`config.mk`:
```
export PLATFORM = sky130hd
export DESIGN_NAME = skx_core
export DESIGN_NICKNAME = d
export VERILOG_FILES = /design/src/pkg/skx_pkg.sv /design/src/design/skx_core.sv /design/src/design/skx_quarter_gen.sv
export SDC_FILE = /design/constraint.sdc
export NUM_CORES = 1
export LEC_CHECK = 0
export BUFFER_PORTS_ARGS = -buffer_cell sky130_fd_sc_hd__buf_2
export CORE_AREA = 5 5 108 110
export DETAILED_ROUTE_END_ITERATION = 6
export DIE_AREA = 0 0 113 115
export GPL_TIMING_DRIVEN = 0
export PLACE_DENSITY = 0.55
export SYNTH_ARGS = -nofsm -noshare
export SYNTH_HDL_FRONTEND = slang
export SYNTH_SLANG_ARGS = --single-unit
export TNS_END_PERCENT = 50
```
`constraint.sdc`:
```
create_clock -name core_clk_in -period 6.7 [get_ports core_clk_in]
set_clock_uncertainty 0.05 [all_clocks]
set_input_delay 0.335 -clock core_clk_in [delete_from_list [all_inputs] [get_ports core_clk_in]]
set_output_delay 0.335 -clock core_clk_in [all_outputs]
set_load 0.1 [all_outputs]
```
`src/pkg/skx_pkg.sv`:
```
// Constants, types and helpers shared by the skip-test and XOR execute block
`default_nettype none
package skx_pkg;

  localparam int WORD_W = 16;
  localparam int DATA_W = 8;
  localparam int BANK_W = 4;
  localparam int ADDR_W = 12;
  localparam int CYC_W  = 2;

  // Opcode patterns, compared against the top bits of the word
  localparam logic [6:0] OPC_TST     = 7'h33;
  localparam logic [7:0] OPC_XLW     = 8'h0A;
  localparam logic [5:0] OPC_XWF     = 6'h06;
  localparam int         FLD_ACCESS  = 8;
  localparam int         FLD_DEST    = 9;

  // Access bank: low half of bank 0 and high half of the top bank
  localparam logic [7:0]        ACCESS_SPLIT   = 8'h80;
  localparam logic [BANK_W-1:0] ACCESS_LO_BANK = 4'h0;
  localparam logic [BANK_W-1:0] ACCESS_HI_BANK = 4'hF;

  // Register port map
  localparam int               REG_ADDR_W = 4;
  localparam logic [3:0]       REG_ACCUM  = 4'h0;
  localparam logic [3:0]       REG_BANK   = 4'h1;
  localparam logic [3:0]       REG_STATUS = 4'h2;
  localparam logic [3:0]       REG_CYCLES = 4'h3;
  localparam int               STAT_Z_BIT = 0;
  localparam int               STAT_N_BIT = 1;

  // Reset values
  localparam logic [DATA_W-1:0] ACCUM_RST = 8'h00;
  localparam logic [BANK_W-1:0] BANK_RST  = 4'h0;

  // Timing: one instruction cycle is four core clocks, one per quarter
  localparam int             CORE_PERIOD_NS = 10;
  localparam int             QUARTERS       = 4;
  localparam logic [CYC_W-1:0] CYC_PLAIN    = 2'h1;
  localparam logic [CYC_W-1:0] CYC_SKIP     = 2'h2;
  localparam logic [CYC_W-1:0] CYC_SKIP2    = 2'h3;

  typedef enum logic [3:0] {
    PH_Q1 = 4'h1,
    PH_Q2 = 4'h2,
    PH_Q3 = 4'h4,
    PH_Q4 = 4'h8
  } skx_phase_t;

  typedef enum logic [2:0] {
    ST_RUN   = 3'h1,
    ST_SKIP  = 3'h2,
    ST_SKIP2 = 3'h4
  } skx_state_t;

  typedef enum logic [3:0] {
    OP_NONE = 4'h1,
    OP_TST  = 4'h2,
    OP_XLW  = 4'h4,
    OP_XWF  = 4'h8
  } skx_op_t;

  function automatic skx_op_t skx_decode(input logic [WORD_W-1:0] word);
    skx_op_t op;
    op = OP_NONE;
    if (word[15:9] == OPC_TST)
      op = OP_TST;
    else if (word[15:8] == OPC_XLW)
      op = OP_XLW;
    else if (word[15:10] == OPC_XWF)
      op = OP_XWF;
    return op;
  endfunction

endpackage
`default_nettype wire

```
`src/design/skx_core.sv`:
```
// Decode and execute of zero-test-skip and the two XOR instructions
//
// Function
// RULE1: Decode zero-test opcode; flags stay unchanged.
// RULE2: Zero register discards next word, two cycles.
// RULE3: Skipped two-word instruction costs three cycles.
// RULE4: Access bit 0 access bank, 1 bank select.
// RULE5: Decode XOR-literal opcode with 8-bit literal.
// RULE6: XOR literal into working register, one cycle.
// RULE7: Decode XOR-file opcode with destination, access bits.
// RULE8: Destination 0 working register, 1 file register.
// RULE9: Read Q2, process Q3, write Q4.
// RULE10: Negative from bit 7, zero on zero result.
`timescale 1ns/100ps
`default_nettype none
module skx_core (
  input  wire logic                                core_clk_in,
  input  wire logic                                reset_n_in,
  // Fetch side
  input  wire logic                                instr_valid_in,
  input  wire logic [skx_pkg::WORD_W-1:0]          instr_word_in,
  input  wire logic                                next_two_word_in,
  output var  logic                                instr_ready_out,
  output var  logic                                discard_out,
  output var  logic                                done_out,
  // Data register file side
  output var  logic [skx_pkg::ADDR_W-1:0]          file_addr_out,
  output var  logic                                file_rd_out,
  input  wire logic [skx_pkg::DATA_W-1:0]          file_rdata_in,
  output var  logic                                file_wr_out,
  output var  logic [skx_pkg::DATA_W-1:0]          file_wdata_out,
  // Register port
  input  wire logic [skx_pkg::REG_ADDR_W-1:0]      reg_addr_in,
  input  wire logic [skx_pkg::DATA_W-1:0]          reg_wdata_in,
  input  wire logic                                reg_wr_in,
  input  wire logic                                reg_rd_in,
  output var  logic [skx_pkg::DATA_W-1:0]          reg_rdata_out
);

  logic [3:0]                       phase;
  logic                             q1;
  logic                             q2;
  logic                             q3;
  logic                             q4;
  skx_pkg::skx_state_t              state;
  skx_pkg::skx_state_t              next_state;
  skx_pkg::skx_op_t                 op;
  skx_pkg::skx_op_t                 next_op;
  logic [skx_pkg::WORD_W-1:0]       ir;
  logic [skx_pkg::WORD_W-1:0]       next_ir;
  logic [skx_pkg::DATA_W-1:0]       opnd;
  logic [skx_pkg::DATA_W-1:0]       next_opnd;
  logic [skx_pkg::DATA_W-1:0]       result;
  logic [skx_pkg::DATA_W-1:0]       next_result;
  logic [skx_pkg::DATA_W-1:0]       working_register;
  logic [skx_pkg::DATA_W-1:0]       next_working_register;
  logic [skx_pkg::BANK_W-1:0]       bank_select_register;
  logic [skx_pkg::BANK_W-1:0]       next_bank_select_register;
  logic                             flag_n;
  logic                             next_flag_n;
  logic                             flag_z;
  logic                             next_flag_z;
  logic [skx_pkg::ADDR_W-1:0]       next_file_addr;
  logic [skx_pkg::CYC_W-1:0]        cyc;
  logic [skx_pkg::CYC_W-1:0]        next_cyc;
  logic [skx_pkg::CYC_W-1:0]        last_cycles;
  logic [skx_pkg::CYC_W-1:0]        next_last_cycles;
  logic [skx_pkg::DATA_W-1:0]       next_rdata;
  logic                             finish;
  logic [skx_pkg::CYC_W-1:0]        cyc_now;

  skx_quarter_gen u_quarter (
    .core_clk_in (core_clk_in),
    .reset_n_in  (reset_n_in),
    .phase_out   (phase)
  );

  assign q1 = phase[0];
  assign q2 = phase[1];
  assign q3 = phase[2];
  assign q4 = phase[3];

  // Maps an 8-bit operand address to the 12-bit data space
  function automatic logic [skx_pkg::ADDR_W-1:0] map_addr(
    input logic [skx_pkg::WORD_W-1:0] word,
    input logic [skx_pkg::BANK_W-1:0] bank);
    logic [skx_pkg::BANK_W-1:0] sel;
    sel = bank;
    if (!word[skx_pkg::FLD_ACCESS])
      sel = (word[7:0] < skx_pkg::ACCESS_SPLIT) ? skx_pkg::ACCESS_LO_BANK
                                                : skx_pkg::ACCESS_HI_BANK;
    return {sel, word[7:0]};
  endfunction

  // A word is taken every Q1; in skip states it is the discarded one
  assign instr_ready_out = q1;
  assign discard_out     = q1 && instr_valid_in && (state != skx_pkg::ST_RUN);        // see RULE2
  assign file_rd_out     = q2 && (state == skx_pkg::ST_RUN)
                           && ((op == skx_pkg::OP_TST) || (op == skx_pkg::OP_XWF));   // see RULE9
  assign file_wr_out     = q4 && (state == skx_pkg::ST_RUN)
                           && (op == skx_pkg::OP_XWF) && ir[skx_pkg::FLD_DEST];     // see RULE8
  assign cyc_now         = cyc + skx_pkg::CYC_PLAIN;
  assign done_out        = q4 && finish;

  always_comb
  begin
    next_state                = state;
    next_op                   = op;
    next_ir                   = ir;
    next_opnd                 = opnd;
    next_result               = result;
    next_working_register     = working_register;
    next_bank_select_register = bank_select_register;
    next_flag_n               = flag_n;
    next_flag_z               = flag_z;
    next_file_addr            = file_addr_out;
    next_cyc                  = cyc;
    next_last_cycles          = last_cycles;
    next_rdata                = 8'h00;
    finish                    = 1'b0;

    if (reg_rd_in)
    begin
      unique case (reg_addr_in)
        skx_pkg::REG_ACCUM:  next_rdata = working_register;
        skx_pkg::REG_BANK:   next_rdata = {4'h0, bank_select_register};
        skx_pkg::REG_STATUS: next_rdata = {6'h00, flag_n, flag_z};
        skx_pkg::REG_CYCLES: next_rdata = {6'h00, last_cycles};
        default:             next_rdata = 8'h00;
      endcase
    end

    // Software writes first so an instruction result in the same cycle wins
    if (reg_wr_in)
    begin
      if (reg_addr_in == skx_pkg::REG_ACCUM)
        next_working_register = reg_wdata_in;
      if (reg_addr_in == skx_pkg::REG_BANK)
        next_bank_select_register = reg_wdata_in[skx_pkg::BANK_W-1:0];
      if (reg_addr_in == skx_pkg::REG_STATUS)
      begin
        next_flag_z = reg_wdata_in[skx_pkg::STAT_Z_BIT];
        next_flag_n = reg_wdata_in[skx_pkg::STAT_N_BIT];
      end
    end

    if (q1)
    begin
      next_op = skx_pkg::OP_NONE;
      if ((state == skx_pkg::ST_RUN) && instr_valid_in)
      begin
        next_op        = skx_pkg::skx_decode(instr_word_in);              // see RULE1 RULE5 RULE7
        next_ir        = instr_word_in;
        next_file_addr = map_addr(instr_word_in, bank_select_register);   // see RULE4
      end
    end

    if (q2)
      next_opnd = (op == skx_pkg::OP_XLW) ? ir[7:0] : file_rdata_in;       // see RULE9

    if (q3)
      next_result = working_register ^ opnd;                               // see RULE6

    if (q4)
    begin
      unique case (state)
        skx_pkg::ST_RUN:
        begin
          if (op == skx_pkg::OP_TST)
          begin
            // Flags are deliberately left alone here
            if (opnd == 8'h00)
              next_state = next_two_word_in ? skx_pkg::ST_SKIP2
                                            : skx_pkg::ST_SKIP;           // see RULE2 RULE3
            else
              finish = 1'b1;
          end
          else if (op != skx_pkg::OP_NONE)
          begin
            finish      = 1'b1;
            next_flag_n = result[7];                                       // see RULE10
            next_flag_z = (result == 8'h00);                               // see RULE10
            if ((op == skx_pkg::OP_XLW) || !ir[skx_pkg::FLD_DEST])
              next_working_register = result;                              // see RULE6 RULE8
          end
        end
        skx_pkg::ST_SKIP:
        begin
          next_state = skx_pkg::ST_RUN;
          finish     = 1'b1;
        end
        skx_pkg::ST_SKIP2:
          next_state = skx_pkg::ST_SKIP;                                   // see RULE3
      endcase
      if (finish)
      begin
        next_last_cycles = cyc_now;
        next_cyc         = 2'h0;
      end
      else if ((state != skx_pkg::ST_RUN) || (op == skx_pkg::OP_TST))
        next_cyc = cyc_now;
    end
  end

  always_ff @(posedge core_clk_in or negedge reset_n_in)
  begin
    if (!reset_n_in)
    begin
      state                <= skx_pkg::ST_RUN;
      op                   <= skx_pkg::OP_NONE;
      ir                   <= 16'h0000;
      opnd                 <= 8'h00;
      result               <= 8'h00;
      working_register     <= skx_pkg::ACCUM_RST;
      bank_select_register <= skx_pkg::BANK_RST;
      flag_n               <= 1'b0;
      flag_z               <= 1'b0;
      file_addr_out        <= 12'h000;
      cyc                  <= 2'h0;
      last_cycles          <= 2'h0;
      reg_rdata_out        <= 8'h00;
    end
    else
    begin
      state                <= next_state;
      op                   <= next_op;
      ir                   <= next_ir;
      opnd                 <= next_opnd;
      result               <= next_result;
      working_register     <= next_working_register;
      bank_select_register <= next_bank_select_register;
      flag_n               <= next_flag_n;
      flag_z               <= next_flag_z;
      file_addr_out        <= next_file_addr;
      cyc                  <= next_cyc;
      last_cycles          <= next_last_cycles;
      reg_rdata_out        <= next_rdata;
    end
  end

  // The write data is the processed result, stable through Q4
  assign file_wdata_out = result;                                          // see RULE8
endmodule
`default_nettype wire

```
`src/design/skx_quarter_gen.sv`:
```
// Quarter-phase divider: one-hot enable per core clock, Q1 to Q4
`timescale 1ns/100ps
`default_nettype none
module skx_quarter_gen (
  input  wire logic       core_clk_in,
  input  wire logic       reset_n_in,
  output var  logic [3:0] phase_out
);

  logic [3:0] next_phase;

  always_comb
  begin
    next_phase = {phase_out[2:0], phase_out[3]};
  end

  always_ff @(posedge core_clk_in or negedge reset_n_in)
  begin
    if (!reset_n_in)
      phase_out <= skx_pkg::PH_Q1;
    else
      phase_out <= next_phase;
  end

endmodule
`default_nettype wire

```
Word-level counts from Yosys, hierarchy flattened
Index checks and enable logic that the tools add are counted.
{"block": "totals", "latchBits": 0, "romBits": 0, "inputBits": 42, "ff_bits": 75, "n_memories": 0, "ram_bits": 0}
{"block": "op_classes", "bitwise": 1, "eq_ne": 16, "n_reduce_logical": 22, "mux": 40, "add_sub_neg": 1, "n_mul": 0, "div_mod_pow": 0, "magnitude_cmp": 1, "shifts": 0}
{"op": "$mux W8", "count": 9}
{"op": "$pmux W8 S4", "count": 1}
{"op": "$mux W4", "count": 6}
{"op": "$mux W1", "count": 17}
{"op": "$logic_not A8 Y1", "count": 2}
{"op": "$eq A4 B2 Y1 const B", "count": 3}
{"op": "$logic_and A1 B1 Y1", "count": 9}
{"op": "$mux W3", "count": 3}
{"op": "$pmux W3 S3", "count": 1}
{"op": "$eq A8 B4 Y1 const B", "count": 1}
{"op": "$lt A8 B8 Y1 const B", "count": 1}
{"op": "$reduce_and A2 Y1", "count": 4}
{"op": "$xor A8 B8 Y8", "count": 1}
{"op": "$eq A7 B6 Y1 const B", "count": 1}
{"op": "$eq A6 B3 Y1 const B", "count": 1}
{"op": "$eq A4 B1 Y1 const B", "count": 1}
{"op": "$eq A4 B3 Y1 const B", "count": 1}
{"op": "$eq A4 B4 Y1 const B", "count": 1}
{"op": "$logic_not A4 Y1", "count": 1}
{"op": "$mux W2", "count": 2}
{"op": "$ne A2 B1 Y1 const B", "count": 2}
{"op": "$ne A4 B1 Y1 const B", "count": 1}
{"op": "$eq A3 B1 Y1 const B", "count": 1}
{"op": "$eq A3 B2 Y1 const B", "count": 1}
{"op": "8 further kinds", "count": 10}

Longest topological paths before layout
Gate-level depths: netlist of the first run.
{"block": "depth", "depth_word": 8, "mapped_depth": 6}

By module
From an unflattened synthesis of the first run, not the netlist that was laid out.
{"block": "hier_totals", "hier_cells": 278, "hier_area_um2": 3216.8}
{"module": "skx_core", "seq_area_each_um2": 1554.0, "cells_per_inst": 274, "area_per_inst_um2": 3115.5, "n_inst": 1}
{"module": "skx_quarter_gen", "seq_area_each_um2": 101.3, "cells_per_inst": 4, "area_per_inst_um2": 101.3, "n_inst": 1}

Least setup slack after synthesis of the first run
No wires, ideal clock.
{"block": "synth_timing", "kind": "register -> output", "startpoint": "register state[0]", "endpoint": "output port file_rd_out", "path_slack_ns": 2.421, "arrival_time_ns": 3.894, "required_ns": 6.315, "stages_incl_launch_ff": 4, "path_cell_list": "dfstp_2 or3b_1 clkbuf_2 nor4_1"}
{"block": "synth_via", "elab_chain_len": 3}
{"item": "start: declaration", "line": "skx_core.sv:45", "rtl": "skx_pkg::skx_state_t state;"}
{"item": "start signal: assignment", "line": "skx_core.sv:209", "rtl": "state <= skx_pkg::ST_RUN;"}
{"item": "start signal: assignment", "line": "skx_core.sv:225", "rtl": "state <= next_state;"}
{"item": "$eq A3 B1 Y1", "line": "skx_core.sv:98", "rtl": "assign file_rd_out = q2 && (state == skx_pkg::ST_RUN)"}
{"item": "$logic_and A1 B1 Y1", "line": "skx_core.sv:98"}
{"item": "$logic_and A1 B1 Y1", "line": "skx_core.sv:99", "rtl": "&& ((op == skx_pkg::OP_TST) || (op == skx_pkg::OP_XWF));"}
{"item": "end: declaration", "line": "skx_core.sv:28", "rtl": "output var logic file_rd_out,"}
No other way between the ends.

Final worst setup path of the first run
{"block": "layout_timing", "startpoint": "register u_quarter.phase_out[3]", "endpoint": "output port done_out"}
{"block": "layout_via", "elab_chain_len": 2}
{"item": "start: declaration", "line": "skx_quarter_gen.sv:7", "rtl": "output var logic [3:0] phase_out"}
{"item": "start signal: assignment", "line": "skx_quarter_gen.sv:20", "rtl": "phase_out <= skx_pkg::PH_Q1;"}
{"item": "start signal: assignment", "line": "skx_quarter_gen.sv:22", "rtl": "phase_out <= next_phase;"}
{"item": "$mux W1", "line": "skx_core.sv:164", "rtl": "if (q4)"}
{"item": "$logic_and A1 B1 Y1 (*)", "line": "skx_core.sv:103", "rtl": "assign done_out = q4 && finish;"}
{"item": "end: declaration", "line": "skx_core.sv:25", "rtl": "output var logic done_out,"}
Mark *: on every way between the ends. The rest lies on a longest branch, timed or not.

==> results of run 1 <==
[path summary, 6_finish.rpt]
kind | startpoint | endpoint | slack (ps) | cells after the start
worst max-delay path | u_quarter.phase_out[3] | done_out | 4040 | 5
worst min register to register | u_quarter.phase_out[1] | u_quarter.phase_out[2] | 330 | 0
max in group asynchronous | reset_n_in | u_quarter.phase_out[1] | 6010 | 1
worst min-delay path | reset_n_in | file_addr_out[10] | 40 | 1
min in group core_clk_in | instr_word_in[6] | file_addr_out[6] | 180 | 2
worst max register to register | state[0] | ir[9] | 4130 | 5
[critical path, stage by stage (launching register included)]
cell	delay, ps
dfrtp_1	350
clkbuf_1	310
inv_1	130
or3_1	380
o21ai_1	240
buf_2	520
[where the power goes]
| part | internal [mW] | switching [mW] |
|---|---|---|
| sequential | 0.419 | 0.0193 |
| clock | 0.181 | 0.148 |
| combinational | 0.0539 | 0.0398 |
| total | 0.654 | 0.208 |
[cell families (layout without fill, tap and decap cells)]
logic type	count (synthesis)	after routing	synth area share (%)
xor gates and xnor gates	12	12	3.40
and+or+nand+nor	68	68	12.3
buffers and inverters	30	119	4.89
DFF	66	66	53.5
AOI/OAI and AO/OA	47	47	8.41
muxes	45	45	17.5
[routing by layer]
layer | track usage [%] | part of all wire [%] | wire length, um
met5 | 0 | 0 | 0
met1 | 14.7 | 46 | 3330
met2 | 18.8 | 47 | 3380
met3 | 4.26 | 5.9 | 426
met4 | 2.64 | 0.81 | 58
[final cells by class]
type	instances	area, um2
Buffer	19	110
Timing Repair Buffer	73	368
Clock buffer	11	141
Sequential cell	66	1660
Fill cell	1094	6770
Tap cell	140	175
Multi-Input combinational cell	172	1290
Clock inverter	5	53.8
Inverter	11	41.3
[Yosys cell counts, types with 2 or more instances]
cell / count / area [um2]
nor4b_1: 3 / 26.3
mux2_2: 22 / 248
buf_1: 2 / 7.51
nand3b_1: 3 / 22.5
dfrtp_1: 63 / 1580
nor2_1: 30 / 113
dfstp_2: 3 / 78.8
buf_4: 8 / 60.1
and2_1: 4 / 25.0
nand2b_1: 2 / 12.5
o21a_1: 2 / 15.0
xor2_1: 4 / 35.0
nand2_1: 3 / 11.3
clkbuf_1: 7 / 26.3
nor4_1: 6 / 37.5
xnor2_1: 8 / 70.1
mux4_2: 2 / 45.0
o21ai_0: 5 / 25.0
inv_1: 11 / 41.3
mux2_4: 8 / 120
and3_1: 4 / 25.0
mux2i_1: 13 / 130
a21oi_1: 32 / 160
nand4b_1: 2 / 17.5
[per-stage QoR]
stage | instance area [um2] | hold WS (ps) | setup WS, ps | instances | total power, mW
5_1_grt | 3830 | 110 | 3850 | 497 | 0.904
6_report | 3830 | 40.6 | 4040 | 497 | 0.861
4_1_cts | 3830 | 69.2 | 4000 | 497 | 0.877
3_5_place_dp | 3640 | 323 | 4120 | 481 | 0.541
2_1_floorplan | 3100 | -10.6 | 2420 | 268 | 0.504
3_3_place_gp | 3640 | 305 | 4120 | 481 | 0.539
[state kept, by name (all words and copies together), names as in the netlist, 2 cells and up]
register / cells
op: 4
u_quarter.phase_out: 4
cyc: 2
file_addr_out: 12
working_register: 8
state: 3
opnd: 8
file_wdata_out: 8
bank_select_register: 4
reg_rdata_out: 8
last_cycles: 2
==> out/results.tsv, run 1 <==
metric	value	unit
clock.fmax	376	MHz
hold_buffers	0	
cts_setup_buffers	0	
arrival	2270	ps
yosys_warnings	0	
grt_pass1_wl	11800	um
p_leak	1.85	nW
maxCapViolations	0	
htreeDepth	3	
crit_fanout	10	
ant_nets	0	
die_area	13000	um2
clk_pin_slew_worst_paths	70	ps
gp_congestion	0.778	
worst_setup_path_end_kind	output pin	
status	finished, final reports clean	
cts_resized	0	
period_share	39.7	%
p_per_area	225	nW/um2
drc	0	
finalMaxSlewViolations	0	
synth_fp_nets	310	
io_buffer_count	73	
drtPass1Iterations	5	
avgRoutedWirePerCell	14.5	um
ys_ff_latch	66	
via_per_inst	4.49	
cts.sinks	66	
syn_avg_cell_area	11.6	um2
dpl.hpwl	5480	um
die_h	115	um
tritoncts	built	
insertion_delay	330	ps
fin_crit	2660	ps
rows	38	
io_pins	75	
antenna_found_initial	0	
ys_seq_area_share	53.5	%
relSlewSlack	44.8	%
grt_max_degree	67	
grt_usage	11.5	%
synth-async-reset-ratio	100	%
hold_class	in2async	
syn_to_final_growth	23.8	%
final_nets	394	
grt_pass1_vias	2328	
rsz0062_at_grt	no	
tightest_slew	828	ps
grt-ovfl-total	0	
synth_edf_count	0	
ys.flop_type	dfrtp_1	
synth_cell_types	45	
n_antenna_cell	0	
numCtsBuffers	9	
drtIter0Drc	127	
netlist_area	3100	um2
start_util	29.2	%
path_class	reg2out	
ir_drop	0.0000973	V
fin_util	36.2	%
final_cell_mix	buf_2, dfrtp_1, a21oi_1, nor2_1, mux2_2	
vias	2234	
drt_wl_total	7200	um
synthCells	268	
fp.coreArea	10600	um2
cts_root_buffer	clkbuf_8	
setup_viol	0	
critPathLaunchType	flop	
die-width	113	um
drive_gt1_share	38.4	%
clockBufferDepth	2	
layout_commonest_cell	buf_2	
cp.required	6310	ps
hold_violations	0	
fin_tns_setup	0	ps
Power figures use the tool's default switching activity.
==> run 2: changes to the inputs <==
--- a/config.mk
+++ b/config.mk
@@ -10,7 +10,7 @@
 export DETAILED_ROUTE_END_ITERATION = 6
 export DIE_AREA = 0 0 113 115
 export GPL_TIMING_DRIVEN = 0
-export PLACE_DENSITY = 0.55
+export PLACE_DENSITY = 0.57
 export SYNTH_ARGS = -nofsm -noshare
 export SYNTH_HDL_FRONTEND = slang
 export SYNTH_SLANG_ARGS = --single-unit
==> constraint.sdc (replaced) <==
create_clock -name core_clk_in -period 2.4 [get_ports core_clk_in]
set_clock_uncertainty 0.05 [all_clocks]
set_input_delay 0.12 -clock core_clk_in [delete_from_list [all_inputs] [get_ports core_clk_in]]
set_output_delay 0.12 -clock core_clk_in [all_outputs]
set_load 0.1 [all_outputs]
==> out/results.tsv, run 2 (synthesized netlist as in run 1, its figures left out) <==
metric	value	unit	change
setup_slack	43.5	ps	-4000 ps
tritoncts	built		
die_area	13000	um2	unchanged
cts.sinks	66		unchanged
top_layer	met4		
dpl.hpwl	5450	um	-0.64%
grt-ovfl-total	0		unchanged
drtIter0Drc	92		-28%
drtPass1Iterations	4		-1
wl_met2	3410	um	+0.86%
drc	0		unchanged
period_share	98.2	%	
pre_cts_slack	-186	ps	-4310 ps
htreeDepth	3		unchanged
clockBufferDepth	2		unchanged
maxCapViolations	0		unchanged
min_from	instr_word_in[7]		
fin_crit	2360	ps	
ir_drop	0.000307	V	+220%
n_antenna_cell	0		unchanged
insertion_delay	340	ps	about the same
clock.fmax	424	MHz	
grt_pass1_vias	2396		+2.9%
die_h	115	um	unchanged
io_buffer_count	73		unchanged
dp.cells	481		unchanged
ant_nets	0		unchanged
fp.coreArea	10600	um2	unchanged
rsz0062_at_grt	no		
largest_reg_flops	12		unchanged
grt_usage	11.8	%	+0.22 points
holdPathStages	2		
numCtsBuffers	9		unchanged
critPathLaunchType	flop		
tightest_slew	854	ps	+26.1 ps
io_pins	75		unchanged
avgRoutedWirePerCell	14.4	um	-0.52%
wl_met1	3490	um	+4.7%
final_cell_mix	buf_2, dfrtp_1, a21oi_1, nor2_1, mux2_2		
status	finished, final reports clean		
wl_met3	414	um	-2.8%
hold_violations	0		unchanged
drive_gt1_share	38.6	%	+0.23 points
syn_to_final_growth	30.0	%	
hold_class	in2reg		
worstReg2RegStart	state[0]		
drt_wl_total	7400	um	+2.7%
start_util	29.2	%	unchanged
rows	38		unchanged
grt_max_degree	67		unchanged
cp.required	2580	ps	-3730 ps
cts_root_buffer	clkbuf_8		
finalMaxSlewViolations	0		unchanged
relSlewSlack	43.0	%	-1.7 points
via_per_inst	4.54		+1.1%
gp_congestion	0.771		-0.89%
clk_pin_slew_worst_paths	80	ps	about the same
path_class	reg2reg		
fin_cells	513		+3.2%
p_per_area	592	nW/um2	+160%
r2r_setup_slack	40	ps	-4090 ps
worst_setup_path_end_kind	flop		
vias	2331		+4.3%
grt_pass1_wl	12000	um	+1.7%
fin_tns_setup	0	ps	unchanged
top_register	file_addr_out		
place_area	3660	um2	+0.65%
die-width	113	um	unchanged
setup_viol	0		unchanged
layout_commonest_cell	buf_2		
p_leak	1.91	nW	+3.2%
reg2reg_depth	6		+1
crit_fanout	8		-2
holdPathEnd	file_addr_out[7]		
rr_endpoint	working_register[4]		
arrival	2540	ps	+270 ps
final_area	4020	um2	+4.9%
final_nets	410		+4.1%
antenna_found_initial	0		unchanged
-- run 2: cell count changes in the layout (fill, tap and decap cells not counted), sizes merged --
cell         previous run  this run
bufinv                  1         0
clkbuf                 19        17
dlygate4sd3             0        15
clkinvlp                0         3
inv                    11        12
clkinv                  4         2
buf                    84        86
-- run 2: routing by layer --
| metal | GRT usage, % | up-vias |
|---|---|---|
| li1 | - | 1140 |
| met1 | 15.3 | 1123 |
| met2 | 19.0 | 61 |
| met3 | 3.11 | 7 |
| met4 | 4.33 | 0 |
| met5 | 0 | - |
-- run 2: worst max-delay path by stage --
stage / startpoint / end / cells after the start
after floorplan: state[0] / file_rd_out / 3
after global placement: state[0] / ir[9] / 5
after detailed placement: state[0] / ir[9] / 5
after CTS: state[0] / working_register[0] / 6
after global routing: op[3] / working_register[0] / 6
final: state[0] / working_register[4] / 6
-- run 2: power breakdown --
group	internal, mW	total, mW	leakage (nW)	switching, mW
sequential	1.17	1.23	0.827	0.0583
clock	0.403	0.870	0.0847	0.467
combinational	0.167	0.284	1.00	0.117
total	1.74	2.38	1.91	0.643
-- run 2: timing repair --
action / in CTS / in global routing
pin swaps: 1 / 0
endpoints found under the hold margin: 78 / 0
hold buffers: 15 / 0
gates cloned: 0 / 0
endpoints found under the setup margin: 11 / 10
setup buffers: 2 / 0
gates resized for setup: 2 / 4
-- run 2: critical path, stage by stage, from the launching register on --
cell and delay [ps]:
dfstp_2 540, or3b_1 350, buf_6 150, or4b_4 530, a21o_1 180, buf_6 150, mux2_4 300
-- run 2: stage by stage --
step	utilization, %	power (mW)	hold WS [ps]
finish	37.9	2.38	14.0
global route	37.9	2.48	20.3
CTS	37.9	2.41	8.39
detailed placement	34.5	1.52	235
global placement	34.5	1.50	302
floorplan	-	1.41	-226
-- run 2: layout make-up --
class                      count  area (um2)
fill                        1055        6580
sequential                    66        1660
multi-input combinational    172        1320
timing repair buffer          90         536
tap                          140         175
clock buffer                  10         138
buffer                        18         113
clock inverter                 6        41.3
inverter                      11        41.3
